File: config.mk
export PLATFORM = sky130hd
export DESIGN_NAME = pbd_decoder
export DESIGN_NICKNAME = d
export VERILOG_FILES = /design/src/hw/pbd_pkg.sv /design/src/hw/pbd_decoder.sv
export SDC_FILE = /design/constraint.sdc
export NUM_CORES = 1
export LEC_CHECK = 0
export ABC_AREA = 1
export ABC_CLOCK_PERIOD_IN_PS = 3200
export BUFFER_PORTS_ARGS = -buffer_cell sky130_fd_sc_hd__buf_2
export CAP_MARGIN = 20
export CORE_ASPECT_RATIO = 0.7
export CORE_UTILIZATION = 40
export DETAILED_ROUTE_END_ITERATION = 7
export GPL_TIMING_DRIVEN = 0
export PLACE_DENSITY_LB_ADDON = 0.05
export SETUP_SLACK_MARGIN = 0.15
export SLEW_MARGIN = 20
export SYNTH_ARGS = -nofsm -noshare
export SYNTH_HDL_FRONTEND = slang
export SYNTH_SLANG_ARGS = --single-unit
File: constraint.sdc
create_clock -name core_clk -period 3.2 [get_ports core_clk]
set_input_delay 0.32 -clock core_clk [delete_from_list [all_inputs] [get_ports core_clk]]
set_output_delay 0.32 -clock core_clk [all_outputs]
set_load 0.005 [all_outputs]
File: src/hw/pbd_pkg.sv
package pbd_pkg;
	// ****************************************************
	// Timing
	// ****************************************************
	localparam int CLK_MHZ      = 125;
	localparam int LP_8_US      = 8;
	localparam int LP_64_US     = 64;
	localparam int LP_256_US    = 256;
	localparam int PROC_TO_US   = 16;
	localparam int CNT_W        = 16;
	// ****************************************************
	// Address map
	// ****************************************************
	localparam logic [31:0] VME_LO_END   = 32'hFF800000;
	localparam logic [31:0] FLASH_BASE   = 32'hFF800000;
	localparam logic [31:0] FLASH_MASK   = 32'hFFC00000;
	localparam logic [31:0] FGAP_BASE    = 32'hFFC00000;
	localparam logic [31:0] FGAP_END     = 32'hFFF00000;
	localparam logic [31:0] LOCAL_BASE   = 32'hFFF00000;
	localparam logic [31:0] LOCAL_END    = 32'hFFFF0000;
	localparam logic [31:0] WIN_4K       = 32'hFFFFF000;
	localparam logic [31:0] WIN_256      = 32'hFFFFFF00;
	localparam logic [31:0] WIN_64K      = 32'hFFFF0000;
	localparam logic [31:0] WIN_256K     = 32'hFFFC0000;
	localparam logic [31:0] SWITCH_BASE  = 32'hFFF00000;
	localparam logic [31:0] MEMCFG_BASE  = 32'hFFF01000;
	localparam logic [31:0] LCTL_BASE    = 32'hFFF40000;
	localparam logic [31:0] GCTL_BASE    = 32'hFFF40100;
	localparam logic [31:0] PERIPH_BASE  = 32'hFFF42000;
	localparam logic [31:0] SERIAL_BASE  = 32'hFFF45000;
	localparam logic [31:0] LAN_BASE     = 32'hFFF46000;
	localparam logic [31:0] SCSI_BASE    = 32'hFFF47000;
	localparam logic [31:0] BOOT_BASE    = 32'hFFF80000;
	localparam logic [31:0] BATTERY_BACKED_RAM_BASE   = 32'hFFFC0000;
	localparam logic [31:0] A16_BASE     = 32'hFFFF0000;
	localparam logic [31:0] ZERO_BASE    = 32'h00000000;
	localparam logic [31:0] FSZ_1MB      = 32'h00100000;
	localparam logic [31:0] FSZ_2MB      = 32'h00200000;
	localparam logic [31:0] FSZ_4MB      = 32'h00400000;
	// ****************************************************
	// Types
	// ****************************************************
	typedef enum logic [1:0] {
		FSZ_C1 = 2'h0, FSZ_C2 = 2'h1, FSZ_C4 = 2'h2
	} pbd_fsz_t;
	localparam pbd_fsz_t FSZ_RESET = FSZ_C4;
	typedef enum logic [1:0] {
		SZ8 = 2'h0, SZ16 = 2'h1, SZ32 = 2'h2, SZ64 = 2'h3
	} pbd_size_t;
	typedef enum logic [1:0] {
		LP_8 = 2'h0, LP_64 = 2'h1, LP_256 = 2'h2, LP_INF = 2'h3
	} pbd_lpsel_t;
	typedef enum logic [1:0] {
		TMR_NONE = 2'h0, TMR_PROC = 2'h1, TMR_LP = 2'h2
	} pbd_tmr_t;
	typedef enum logic [3:0] {
		RG_NONE = 4'h0, RG_DRAM = 4'h1, RG_VME = 4'h2, RG_FLASH = 4'h3,
		RG_SWITCH = 4'h4, RG_MEMCFG = 4'h5, RG_LCTL = 4'h6,
		RG_GCTL = 4'h7, RG_PERIPH = 4'h8, RG_SERIAL = 4'h9,
		RG_LAN = 4'hA, RG_SCSI = 4'hB, RG_BOOT = 4'hC,
		RG_BATTERY_BACKED_RAM = 4'hD, RG_A16 = 4'hE
	} pbd_region_t;
	typedef enum logic [1:0] {
		ST_IDLE = 2'h0, ST_BUSY = 2'h1, ST_ERR = 2'h3
	} pbd_state_t;
	typedef struct packed {
		logic [31:0] addr;
		pbd_size_t   size;
		logic        write;
		logic        wd15;
	} pbd_req_t;
	typedef struct packed {
		logic ack;
		logic err;
		logic retry;
	} pbd_term_t;
	typedef struct packed {
		logic        active;
		pbd_region_t region;
	} pbd_sel_t;
endpackage

File: src/hw/pbd_decoder.sv
`timescale 1ns/1ps
// Summary of operation
// - Addresses in the 4 MB region at FF800000 select flash, 32-bit port.
// - Flash size is programmable, resetting to four megabytes.
// - The 3 MB above flash is undecoded; local timer ends it with error.
// - Reserved local windows never acknowledge; processor timer ends them.
// - Local control bank at FFF40000, global bank at FFF40100, 256 B each.
// - Local control bank takes only 32-bit writes; narrower ones error.
// - Global bank writes of 8/16/32 and all such reads complete normally.
// - Peripheral controller bank in a 4 KB window at FFF42000.
// - Serial controller window at FFF45000 takes 16 or 8-bit only.
// - SCSI controller window at FFF47000 takes 32 or 8-bit accesses.
// - Boot ROM sits in a 256 KB window at FFF80000.
// - Battery RAM and clock in a 64 KB window at FFFC0000.
// - Top 64 KB at FFFF0000 goes to backplane A16 space.
// - Boot ROM also appears at zero after reset until overlay bit cleared.
// - Abort pushbutton drives the non-maskable interrupt.
// - Processor timer counts from bus busy; no termination gives error.
// - Local timeout selects 8, 64 or 256 us, or infinite.
module pbd_decoder #(
	parameter logic [15:0] LP64_CYC  = 16'(pbd_pkg::LP_64_US
		* pbd_pkg::CLK_MHZ),
	parameter logic [15:0] LP256_CYC = 16'(pbd_pkg::LP_256_US
		* pbd_pkg::CLK_MHZ)
) (
	input  wire logic               core_clk,
	input  wire logic               rst,
	input  wire logic               ce,
	input  wire logic               data_bus_busy_n,
	input  wire pbd_pkg::pbd_req_t  req,
	input  wire pbd_pkg::pbd_term_t term,
	input  wire logic [31:0]        dram_top,
	input  wire logic               flash_size_wr,
	input  wire pbd_pkg::pbd_fsz_t  flash_size_val,
	input  wire logic               proc_to_en,
	input  wire pbd_pkg::pbd_lpsel_t lp_to_sel,
	input  wire logic               abort_n,
	output pbd_pkg::pbd_sel_t       sel_r,
	output logic                    transfer_error_ack_r,
	output logic                    boot_rom_overlay_bit_r,
	output pbd_pkg::pbd_fsz_t       flash_size_r,
	output logic                    nmi_r
);
	localparam logic [15:0] LP8_CYC  = 16'(pbd_pkg::LP_8_US
		* pbd_pkg::CLK_MHZ);
	localparam logic [15:0] PROC_CYC = 16'(pbd_pkg::PROC_TO_US
		* pbd_pkg::CLK_MHZ);
	localparam logic [15:0] CNT_ONE  = 16'h0001;
	localparam logic [15:0] CNT_ZERO = 16'h0000;

	// ****************************************************
	// Decode helpers
	// ****************************************************
	function automatic logic in_win(input logic [31:0] a,
		input logic [31:0] base, input logic [31:0] mask);
		in_win = ((a ^ base) & mask) == 32'h00000000;
	endfunction
	function automatic logic [31:0] flash_bytes(input pbd_pkg::pbd_fsz_t c);
		case (c)
			pbd_pkg::FSZ_C1: flash_bytes = pbd_pkg::FSZ_1MB;
			pbd_pkg::FSZ_C2: flash_bytes = pbd_pkg::FSZ_2MB;
			default:         flash_bytes = pbd_pkg::FSZ_4MB;
		endcase
	endfunction
	function automatic pbd_pkg::pbd_region_t decode(input logic [31:0] a,
		input logic ovl, input logic [31:0] top, input pbd_pkg::pbd_fsz_t fs);
		decode = pbd_pkg::RG_NONE;
		if (ovl && in_win(a, pbd_pkg::ZERO_BASE, pbd_pkg::WIN_256K))
			decode = pbd_pkg::RG_BOOT;
		else if (a < top)
			decode = pbd_pkg::RG_DRAM;
		else if (a < pbd_pkg::VME_LO_END)
			decode = pbd_pkg::RG_VME;
		else if (in_win(a, pbd_pkg::FLASH_BASE, pbd_pkg::FLASH_MASK)) begin
			if ((a & ~pbd_pkg::FLASH_MASK) < flash_bytes(fs))
				decode = pbd_pkg::RG_FLASH;
		end else if (in_win(a, pbd_pkg::SWITCH_BASE, pbd_pkg::WIN_4K))
			decode = pbd_pkg::RG_SWITCH;
		else if (in_win(a, pbd_pkg::MEMCFG_BASE, pbd_pkg::WIN_4K))
			decode = pbd_pkg::RG_MEMCFG;
		else if (in_win(a, pbd_pkg::LCTL_BASE, pbd_pkg::WIN_256))
			decode = pbd_pkg::RG_LCTL;
		else if (in_win(a, pbd_pkg::GCTL_BASE, pbd_pkg::WIN_256))
			decode = pbd_pkg::RG_GCTL;
		else if (in_win(a, pbd_pkg::PERIPH_BASE, pbd_pkg::WIN_4K))
			decode = pbd_pkg::RG_PERIPH;
		else if (in_win(a, pbd_pkg::SERIAL_BASE, pbd_pkg::WIN_4K))
			decode = pbd_pkg::RG_SERIAL;
		else if (in_win(a, pbd_pkg::LAN_BASE, pbd_pkg::WIN_4K))
			decode = pbd_pkg::RG_LAN;
		else if (in_win(a, pbd_pkg::SCSI_BASE, pbd_pkg::WIN_4K))
			decode = pbd_pkg::RG_SCSI;
		else if (in_win(a, pbd_pkg::BOOT_BASE, pbd_pkg::WIN_256K))
			decode = pbd_pkg::RG_BOOT;
		else if (in_win(a, pbd_pkg::BATTERY_BACKED_RAM_BASE, pbd_pkg::WIN_64K))
			decode = pbd_pkg::RG_BATTERY_BACKED_RAM;
		else if (in_win(a, pbd_pkg::A16_BASE, pbd_pkg::WIN_64K))
			decode = pbd_pkg::RG_A16;
	endfunction
	// Widths refused by the target window end at once with an error
	function automatic logic width_bad(input pbd_pkg::pbd_region_t rg,
		input pbd_pkg::pbd_size_t sz, input logic wr);
		logic d64_ok;
		d64_ok = (rg == pbd_pkg::RG_SWITCH) || (rg == pbd_pkg::RG_DRAM)
			|| (rg == pbd_pkg::RG_NONE);
		width_bad = (sz == pbd_pkg::SZ64 && !d64_ok)
			|| (rg == pbd_pkg::RG_LCTL && wr && sz != pbd_pkg::SZ32)
			|| (rg == pbd_pkg::RG_SERIAL && sz == pbd_pkg::SZ32)
			|| (rg == pbd_pkg::RG_SCSI && sz == pbd_pkg::SZ16);
	endfunction

	// ****************************************************
	// Cycle tracking and timeout
	// ****************************************************
	pbd_pkg::pbd_state_t  st_r;
	pbd_pkg::pbd_state_t  st_nxt;
	pbd_pkg::pbd_sel_t    sel_nxt;
	logic                 tea_nxt;
	logic [15:0]          cnt_r;
	logic [15:0]          cnt_nxt;
	logic [15:0]          lim_r;
	logic [15:0]          lim_nxt;
	logic                 tmr_en_r;
	logic                 tmr_en_nxt;
	pbd_pkg::pbd_region_t dec_rg;
	pbd_pkg::pbd_tmr_t    dec_tmr;
	logic                 start;
	logic                 bad;
	logic                 ended;
	assign start = (st_r == pbd_pkg::ST_IDLE) && !data_bus_busy_n;
	assign ended = term.ack || term.err || term.retry || data_bus_busy_n;
	always_comb begin
		dec_rg = decode(req.addr, boot_rom_overlay_bit_r, dram_top,
			flash_size_r);
		bad = width_bad(dec_rg, req.size, req.write);
		case (dec_rg)
			pbd_pkg::RG_DRAM: dec_tmr = pbd_pkg::TMR_PROC;
			pbd_pkg::RG_VME,
			pbd_pkg::RG_A16:  dec_tmr = pbd_pkg::TMR_NONE;
			pbd_pkg::RG_NONE: begin
				// Reserved local windows: processor timer; rest: local timer
				if (req.addr >= pbd_pkg::LOCAL_BASE
					&& req.addr < pbd_pkg::LOCAL_END)
					dec_tmr = pbd_pkg::TMR_PROC;
				else
					dec_tmr = pbd_pkg::TMR_LP;
			end
			default:          dec_tmr = pbd_pkg::TMR_LP;
		endcase
	end
	always_comb begin
		st_nxt = st_r;
		sel_nxt = sel_r;
		tea_nxt = 1'b0;
		cnt_nxt = cnt_r;
		lim_nxt = lim_r;
		tmr_en_nxt = tmr_en_r;
		case (st_r)
			pbd_pkg::ST_IDLE: begin
				if (start) begin
					sel_nxt.region = dec_rg;
					cnt_nxt = CNT_ZERO;
					if (dec_tmr == pbd_pkg::TMR_PROC) begin
						tmr_en_nxt = proc_to_en;
						lim_nxt = PROC_CYC;
					end else if (dec_tmr == pbd_pkg::TMR_LP) begin
						tmr_en_nxt = lp_to_sel != pbd_pkg::LP_INF;
						case (lp_to_sel)
							pbd_pkg::LP_8:   lim_nxt = LP8_CYC;
							pbd_pkg::LP_64:  lim_nxt = LP64_CYC;
							default:         lim_nxt = LP256_CYC;
						endcase
					end else begin
						tmr_en_nxt = 1'b0;
					end
					if (bad) begin
						st_nxt = pbd_pkg::ST_ERR;
						tea_nxt = 1'b1;
					end else begin
						st_nxt = pbd_pkg::ST_BUSY;
						sel_nxt.active = dec_rg != pbd_pkg::RG_NONE;
					end
				end
			end
			pbd_pkg::ST_BUSY: begin
				if (ended) begin
					st_nxt = pbd_pkg::ST_IDLE;
					sel_nxt.active = 1'b0;
				end else if (tmr_en_r && cnt_r >= lim_r) begin
					st_nxt = pbd_pkg::ST_ERR;
					tea_nxt = 1'b1;
					sel_nxt.active = 1'b0;
				end else begin
					cnt_nxt = cnt_r + CNT_ONE;
				end
			end
			pbd_pkg::ST_ERR: begin
				st_nxt = pbd_pkg::ST_IDLE;
			end
			default: begin
				st_nxt = pbd_pkg::ST_IDLE;
				sel_nxt.active = 1'b0;
			end
		endcase
	end

	always_ff @(posedge core_clk) begin
		if (rst) begin
			st_r <= pbd_pkg::ST_IDLE;
			sel_r <= '{active: 1'b0, region: pbd_pkg::RG_NONE};
			transfer_error_ack_r <= 1'b0;
			cnt_r <= CNT_ZERO;
			lim_r <= CNT_ZERO;
			tmr_en_r <= 1'b0;
		end else if (ce) begin
			st_r <= st_nxt;
			sel_r <= sel_nxt;
			transfer_error_ack_r <= tea_nxt;
			cnt_r <= cnt_nxt;
			lim_r <= lim_nxt;
			tmr_en_r <= tmr_en_nxt;
		end
	end

	// ****************************************************
	// Overlay bit and flash size
	// ****************************************************
	logic              ovl_nxt;
	pbd_pkg::pbd_fsz_t fsz_nxt;
	logic              ovl_wr;
	// Snooped write to the peripheral controller's first register
	// A refused write must not move the overlay
	assign ovl_wr = start && req.write && req.addr == pbd_pkg::PERIPH_BASE
		&& req.size != pbd_pkg::SZ8 && !bad;
	always_comb begin
		ovl_nxt = boot_rom_overlay_bit_r;
		fsz_nxt = flash_size_r;
		if (ovl_wr)
			ovl_nxt = req.wd15;
		if (flash_size_wr)
			fsz_nxt = flash_size_val;
	end
	always_ff @(posedge core_clk) begin
		if (rst) begin
			boot_rom_overlay_bit_r <= 1'b1;
			flash_size_r <= pbd_pkg::FSZ_RESET;
		end else if (ce) begin
			boot_rom_overlay_bit_r <= ovl_nxt;
			flash_size_r <= fsz_nxt;
		end
	end

	// ****************************************************
	// Abort pushbutton
	// ****************************************************
	// Three stages: the third exists only to confirm the second
	logic abort_s1_r;
	logic abort_s2_r;
	logic abort_s3_r;
	logic nmi_nxt;
	always_comb begin
		nmi_nxt = nmi_r;
		if (abort_s2_r == abort_s3_r)
			nmi_nxt = !abort_s3_r;
	end
	always_ff @(posedge core_clk) begin
		if (rst) begin
			abort_s1_r <= 1'b1;
			abort_s2_r <= 1'b1;
			abort_s3_r <= 1'b1;
			nmi_r <= 1'b0;
		end else if (ce) begin
			abort_s1_r <= abort_n;
			abort_s2_r <= abort_s1_r;
			abort_s3_r <= abort_s2_r;
			nmi_r <= nmi_nxt;
		end
	end
endmodule

==> flow_summary_export.csv, run 1 <==
group,metric,value,unit
logic_synthesis,synth.yosys.warnings,0,
power_and_ir_drop,peakVddDrop,0.0002943,V
setup_path,worstPathRequired,3.35,ns
routing,drt_pass1_iterations,5,
logic_synthesis,synth.distinct_cells,39,
grt,globalRouteMet1Util,36.37,%
timing,hold_viol_final,0,
timing,rsz_0062_raised_after_global_routing,"false",
routing,postRouteWirelength,11.95,mm
setup_path,worst-endpoint-arrival,2.96,ns
timing,final_slew_viol_count,0,
routing,drcViolationCount,0,
cts,cts-root-to-sink-buffers,2,
setup_path,critPathBufInv,3,
cts,root_buffer,"clkbuf_16",
setup_path,start_kind,"input pin",
logic_synthesis,synthesized_area_per_cell,6.277,um^2
logic_synthesis,synth_top_cell_by_area,"dfxtp_1",
timing,timing.slew.headroom,41.33,%
routing,route.detailed.wl_per_inst,13.49,um
die,top_level_ports,92,
die,floorplan.die.height,86.89,um
setup_path,timing.critical_path.slowest_stage_cell,"ha_1",
grt,met3_usage,4.843,%
grt,antenna_violations_before_repair,1,
finish,nets,887,
grt,grt_overflow_total,0,
routing,final_antenna_net_count,0,
cts,cts_sinks,40,
placed_design,placedCellCount,875,
die,start_util,41.87,%
routing,avgViaCountPerCell,5.116,
setup_path,crit_family,"simple AND/OR/NAND/NOR gates",
grt,global_route_wire_length_before_repair,19.23,mm
die,placeableCoreArea,0.009834,mm^2
status,run_status,"finished, final reports clean",
grt,grt.met2_usage,32.20,%
setup_path,setup.worst_path.end_class,"register",
grt,grt_max_degree,13,
setup_path,critical_path_peak_fanout,7,
flow_run,drv_cap,0,
finish,area_growth,19.99,%
finish,final-instance-count-excl-fill,886,
worst_hold_path,hold_class,"input pin to register",
timing,skew,0.006862,ns
cts,cts_hold_buf,0,
placed_design,place.gp.congestion,0.8743,
die,die-area,0.01071,mm^2
setup_path,path_cells,"buf_2 -> ha_1 -> nand2_1 -> inv_1 -> nor2_1 -> o21ai_0 -> a21oi_1 -> nand2_2 -> nand2_1 -> nand2_4 -> nand2_1 -> nand2_1 -> nor3b_2 -> nand2_2 -> o21ai_2 -> ha_1 -> nor2_4 -> inv_1 -> nand2_1 -> a21oi_1",
setup_path,critical_path.most_common_cell,"nand2_1",
timing,setup_slack,0.3884,ns
logic_synthesis,synthesis.area,0.004118,mm^2
logic_synthesis,seq_area_frac_synth,19.45,%
timing,timing.fmax,355.7,MHz
die,floorplan.die.width,123.3,um
placed_design,dp_hpwl,9.907,mm
finish,most-common-layout-cells,"nand2_1 (131), inv_1 (115), buf_2 (93)",
timing,tightestPinTransition,0.8801,ns
finish,antenna-diode-count,0,
grt,grt_usage,23.02,%
cts,clk_transition_reported_paths,0.06,ns
logic_synthesis,synth_seq_cells,40,
finish,layout-drive-gt1-share,19.79,%
power_and_ir_drop,static-leakage-power,2.505,nW
placed_design,port_buffers,91,
logic_synthesis,syn_inst,656,
power_and_ir_drop,power_density,312.1,mW/mm^2
cts,cts_buffers,5,
grt,via_count_of_the_first_global_routing_pass,4015,
setup_path,cpPeakStageDelay,0.32,ns
timing,finalCriticalPeriod,2.812,ns
cts,worstSkewPairLatency,0.28,ns
setup_path,timing_worst_setup_path_type,"input pin to register",
routing,vias,4533,
logic_synthesis,yosys-top-cells-area,"dfxtp_1 (19%), ha_1 (15%), nand2_1 (12%)",
timing,hold_slack,0.2481,ns
cts,cts_h_tree_depth,2,
finish,layout.core_utilization,50.24,%
grt,grt_most_used_layer,"met1",
die,rows,30,
cts,clock_tree_from_tritoncts,"built",
finish,layout_commonest_cell,"nand2_1",
timing,totalNegativeSetupSlack,0,ns
logic_synthesis,synth_top_area_share,19.45,%
placed_design,place_ws,-0.3988,ns
routing,drt-initial-drc-count,315,
logic_synthesis,synth.net_count,786,
timing,final.period_utilization,87.86,%
timing,final-setup-viol-count,0,
-- worst register-to-register path, cell delays in order (launching register included) --
cell	delay, ns
dfxtp_1	0.35
inv_1	0.10
ha_1	0.30
nand3_1	0.07
nand2_1	0.07
a21oi_1	0.07
o21bai_1	0.12
nand2_1	0.06
nand2_1	0.05
nand2_1	0.05
nand2_1	0.06
nand2_1	0.05
nand2_1	0.06
nand2_1	0.05
o211ai_1	0.14
nand3_2	0.30
nand3_2	0.21
buf_2	0.23
nand3b_1	0.14
a21oi_1	0.07
-- worst paths after layout --
check	from	to	slack, ns	depth (start not counted)
hold / removal	abort_n	abort_s1_r$_SDFFE_PP1P_	0.25	3
setup / recovery	req[17]	lim_r[9]$_SDFFE_PP0P_	0.39	20
setup reg to reg	cnt_r[3]$_SDFFE_PP0P_	cnt_r[6]$_SDFFE_PP0P_	0.51	19
hold reg to reg	abort_s3_r$_SDFFE_PP1P_	abort_s3_r$_SDFFE_PP1P_	0.46	2
-- where the power goes --
part	internal, W	total [W]	switching (W)
logic	0.000165	0.000436	0.000271
clock network	0.000367	0.000569	0.000202
registers	0.000521	0.000537	0.0000159
-- state kept, by name (all words and copies together) (netlist names), 2 cells and up --
signal / cells
cnt_r: 16
lim_r: 8
sel_r: 5
flash_size_r: 2
st_r: 2
-- logic make-up after synthesis --
kind of cell | after synthesis | synth area share [%]
AOI/OAI and AO/OA | 81 | 10.97
xor gates and xnor gates | 12 | 2.552
adders and majority gates | 48 | 14.59
buffers and inverters | 128 | 11.85
DFF | 40 | 19.45
and+or+nand+nor | 347 | 40.60
-- Yosys cell counts --
library cell	count
xnor2_1	1
nor2_4	4
o21ai_1	1
o21a_1	1
o21bai_1	2
nor2_2	6
nand2_4	4
o2111ai_1	2
or2_2	3
a211oi_1	1
nor3_1	18
a21oi_1	45
nand4_2	2
nor3b_1	1
ha_1	48
o211a_1	2
nand3_2	3
clkinv_1	2
buf_2	2
a221oi_1	1
inv_1	115
nand2_1	133
nand4_1	22
o211ai_1	5
nand3_1	43
clkbuf_1	3
nor4_1	15
nand2_2	12
nor2_1	70
a31oi_1	2
nor3_2	2
nand3b_1	5
nor3b_2	1
and3_1	3
inv_2	5
xor2_1	11
dlygate4sd1_1	1
dfxtp_1	40
o21ai_0	19
-- through the flow --
step	cell area [um^2]	total power [W]
after floorplan	4118	0.0008042
after global placement	4733	0.0009523
after detailed placement	4733	0.0009645
after CTS	4905	0.001540
after global routing	4941	0.001646
final	4941	0.001542
-- metal layers --
metal | share of wire [%] | vias up
met1 | 52 | 1975
met4 | 0.46 | 2
met2 | 38 | 181
met3 | 9.5 | 11
met5 | 0.067 | -
li1 | - | 2364
-- repair_timing --
action / 4_1_cts / 5_1_grt
cloned: 0 / 0
endpoints found under the setup margin: 8 / 9
gates resized for setup: 3 / 5
pin swaps: 0 / 2
setup buffers: 0 / 3
-- layout make-up --
cell class                      instances  area [um^2]
Clock buffer                            6        128.9
Inverter                              122        457.9
Clock inverter                          2        35.03
Fill cell                            1067         4893
Tap cell                              128        160.2
Sequential cell                        40        800.8
Multi-Input combinational cell        488         2850
Timing Repair Buffer                   94        478.0
Buffer                                  6        30.03
(Power assumes the default switching activity.)
==> run 2: changes to the inputs <==
Settings changed: CORE_MARGIN from default to 4, CTS_CLUSTER_SIZE from default to 8, PLACE_DENSITY_LB_ADDON 0.05 to 0.2.
==> flow_summary_export.csv, run 2 (synthesis results as in run 1) <==
group,metric,value,unit
die,floorplan.die.height,92.89,um
routing,top_layer_used,"met4",
cts,cts_sinks,40,
placed_design,dp_hpwl,9.968,mm
setup_path,r2r-start,"flash_size_r[1]$_SDFFE_PP1P_",
timing,hold_viol_final,0,
power_and_ir_drop,switching_share,30.80,%
timing,hold_slack,0.2468,ns
finish,antenna-diode-count,0,
setup_path,worst-endpoint-arrival,3.04,ns
timing,tightestPinTransition,0.8670,ns
power_and_ir_drop,p_switching,0.0004870,W
placed_design,place.gp.congestion,0.9128,
timing,timing.fmax,353.8,MHz
timing,timing.slew.headroom,42.20,%
setup_path,worstSetupEndpoint,"lim_r[4]$_SDFFE_PP0P_",
routing,vias,4509,
routing,dr_wl_met3,762,um
placed_design,port_buffers,91,
status,run_status,"finished, final reports clean",
routing,drt-initial-drc-count,232,
setup_path,critical_path_peak_fanout,8,
finish,layout-drive-gt1-share,19.68,%
setup_path,timing.rr.end,"lim_r[4]$_SDFFE_PP0P_",
setup_path,worstPathRequired,3.42,ns
die,top_level_ports,92,
timing,finalCriticalPeriod,2.826,ns
power_and_ir_drop,power_density,319.6,mW/mm^2
cts,clk_transition_reported_paths,0.06,ns
power_and_ir_drop,total_power,0.001581,W
die,die-area,0.01201,mm^2
routing,drcViolationCount,0,
routing,route.detailed.wl_per_inst,13.36,um
power_and_ir_drop,cell_internal_pwr,0.001094,W
finish,area_growth,20.15,%
finish,final-instance-count-excl-fill,885,
routing,avgViaCountPerCell,5.095,
cts,cts_h_tree_depth,2,
cts,cts_hold_buf,0,
die,placeableCoreArea,0.009872,mm^2
flow_run,drv_cap,0,
power_and_ir_drop,static-leakage-power,2.509,nW
grt,antenna_violations_before_repair,0,
grt,grt_overflow_total,0,
grt,global_route_wire_length_before_repair,19.60,mm
placed_design,placedCellCount,875,
power_and_ir_drop,peakVddDrop,0.0001740,V
worst_hold_path,min_from,"abort_n",
timing,final.period_utilization,88.33,%
grt,grt_max_degree,13,
finish,layout_commonest_cell,"nand2_1",
worst_hold_path,hold_class,"input pin to register",
setup_path,crit_path_start,"req[11]",
setup_path,timing_worst_setup_path_type,"input pin to register",
setup_path,start_kind,"input pin",
routing,wl_met1,6.377,mm
timing,final_slew_viol_count,0,
finish,nets,886,
cts,root_buffer,"clkbuf_16",
cts,cts_buffers,5,
finish,multi_input_comb_area,0.002845,mm^2
finish,most-common-layout-cells,"nand2_1 (133), inv_1 (114), buf_2 (93)",
routing,postRouteWirelength,11.83,mm
setup_path,ff2ff_path_depth,16,
cts,clock_tree_from_tritoncts,"built",
finish,largest_registers,"cnt_r x16, lim_r x8, sel_r x5",
finish,footprint_of_the_flip_flops_and_latches,800.8,um^2
die,floorplan.die.width,129.3,um
timing,rsz_0062_raised_after_global_routing,"false",
power_and_ir_drop,power.combinational.fraction,27.3,%
routing,drt_pass1_iterations,4,
grt,via_count_of_the_first_global_routing_pass,4149,
setup_path,setup.worst_path.end_class,"register",
die,start_util,41.71,%
cts,worstSkewPairLatency,0.29,ns
routing,final_antenna_net_count,0,
routing,wl_met2,4.605,mm
die,rows,30,
cts,cts-root-to-sink-buffers,2,
power_and_ir_drop,sequentialPowerShare,34.0,%
power_and_ir_drop,clockPowerShare,38.7,%
timing,final-setup-viol-count,0,
finish,n_fill_cell,1010,
grt,grt_usage,19.98,%
timing,skew,0.002267,ns
setup_path,r2r_slack,0.49,ns
finish,largest_register_ffs,16,
finish,largest_register_by_flop_count,"cnt_r",
==> run 2: cell types whose count changed in the layout (fill, tap and decap cells not counted), sizes merged <==
cell,before,now
buf,96,95
clkbuf,9,10
clkinv,3,2
==> run 2: metrics by stage <==
stage          instance area, um^2  utilization, %  setup TNS, ns  setup WS [ns]
2_1_floorplan                 4118               -              0         0.4138
3_3_place_gp                  4733           47.95         -2.116        -0.3075
3_5_place_dp                  4733           47.95         -2.655        -0.3705
4_1_cts                       4923           49.87              0         0.1683
5_1_grt                       4947           50.11              0         0.1628
6_report                      4947           50.11              0         0.3736
==> run 2: cell type report <==
type / instances / share of cell area, %
plain buffers: 6 / 0.6070
clock buffers: 7 / 3.085
clock inverters: 1 / 0.6070
inverters: 122 / 9.256
multi-input cells: 488 / 57.51
flip-flops and latches: 40 / 16.19
well taps: 128 / 3.237
repair buffers: 93 / 9.509
==> run 2: critical path: stages <==
cell and delay [ns]:
buf_2 0.11, ha_1 0.30, a21oi_1 0.22, o21a_1 0.16, nand2_1 0.05, nand2_1 0.05, nand2_1 0.12, nand2_1 0.14
nand2_4 0.10, nand2_1 0.10, nand2_1 0.11, nor3b_2 0.21, nand2_1 0.15, o21ai_2 0.11, ha_1 0.29, nor2_4 0.18
buf_4 0.14, nand2_1 0.04, a21oi_1 0.13
==> run 2: power by group through the flow <==
stage	combinational, W	clock [W]	sequential [W]
global route	0.000498	0.000644	0.000540
detailed placement	0.000416	0	0.000548
floorplan	0.000260	0	0.000544
finish	0.000431	0.000613	0.000537
global placement	0.000403	0	0.000547
CTS	0.000423	0.000621	0.000537
==> run 2: what timing repair did <==
action | 4_1_cts | 5_1_grt
endpoints found under the setup margin | 8 | 9
setup buffers | 0 | 2
resized for setup | 2 | 5
pin swaps | 0 | 1
==> run 2: per-layer routing <==
| layer | GRT usage, % | vias up |
|---|---|---|
| li1 | - | 2355 |
| met1 | 31.57 | 2008 |
| met2 | 28.36 | 136 |
| met3 | 3.228 | 10 |
| met4 | 3.147 | 0 |
| met5 | 0 | - |
==> run 2: worst min path at each step <==
stage	end	slack, ns	cells after the start
2_1_floorplan	nmi_r$_SDFFE_PP0P_	0.40	1
3_3_place_gp	abort_s3_r$_SDFFE_PP1P_	0.43	2
3_5_place_dp	abort_s3_r$_SDFFE_PP1P_	0.44	2
4_1_cts	abort_s1_r$_SDFFE_PP1P_	0.24	3
5_1_grt	abort_s1_r$_SDFFE_PP1P_	0.26	3
6_report	abort_s1_r$_SDFFE_PP1P_	0.25	3
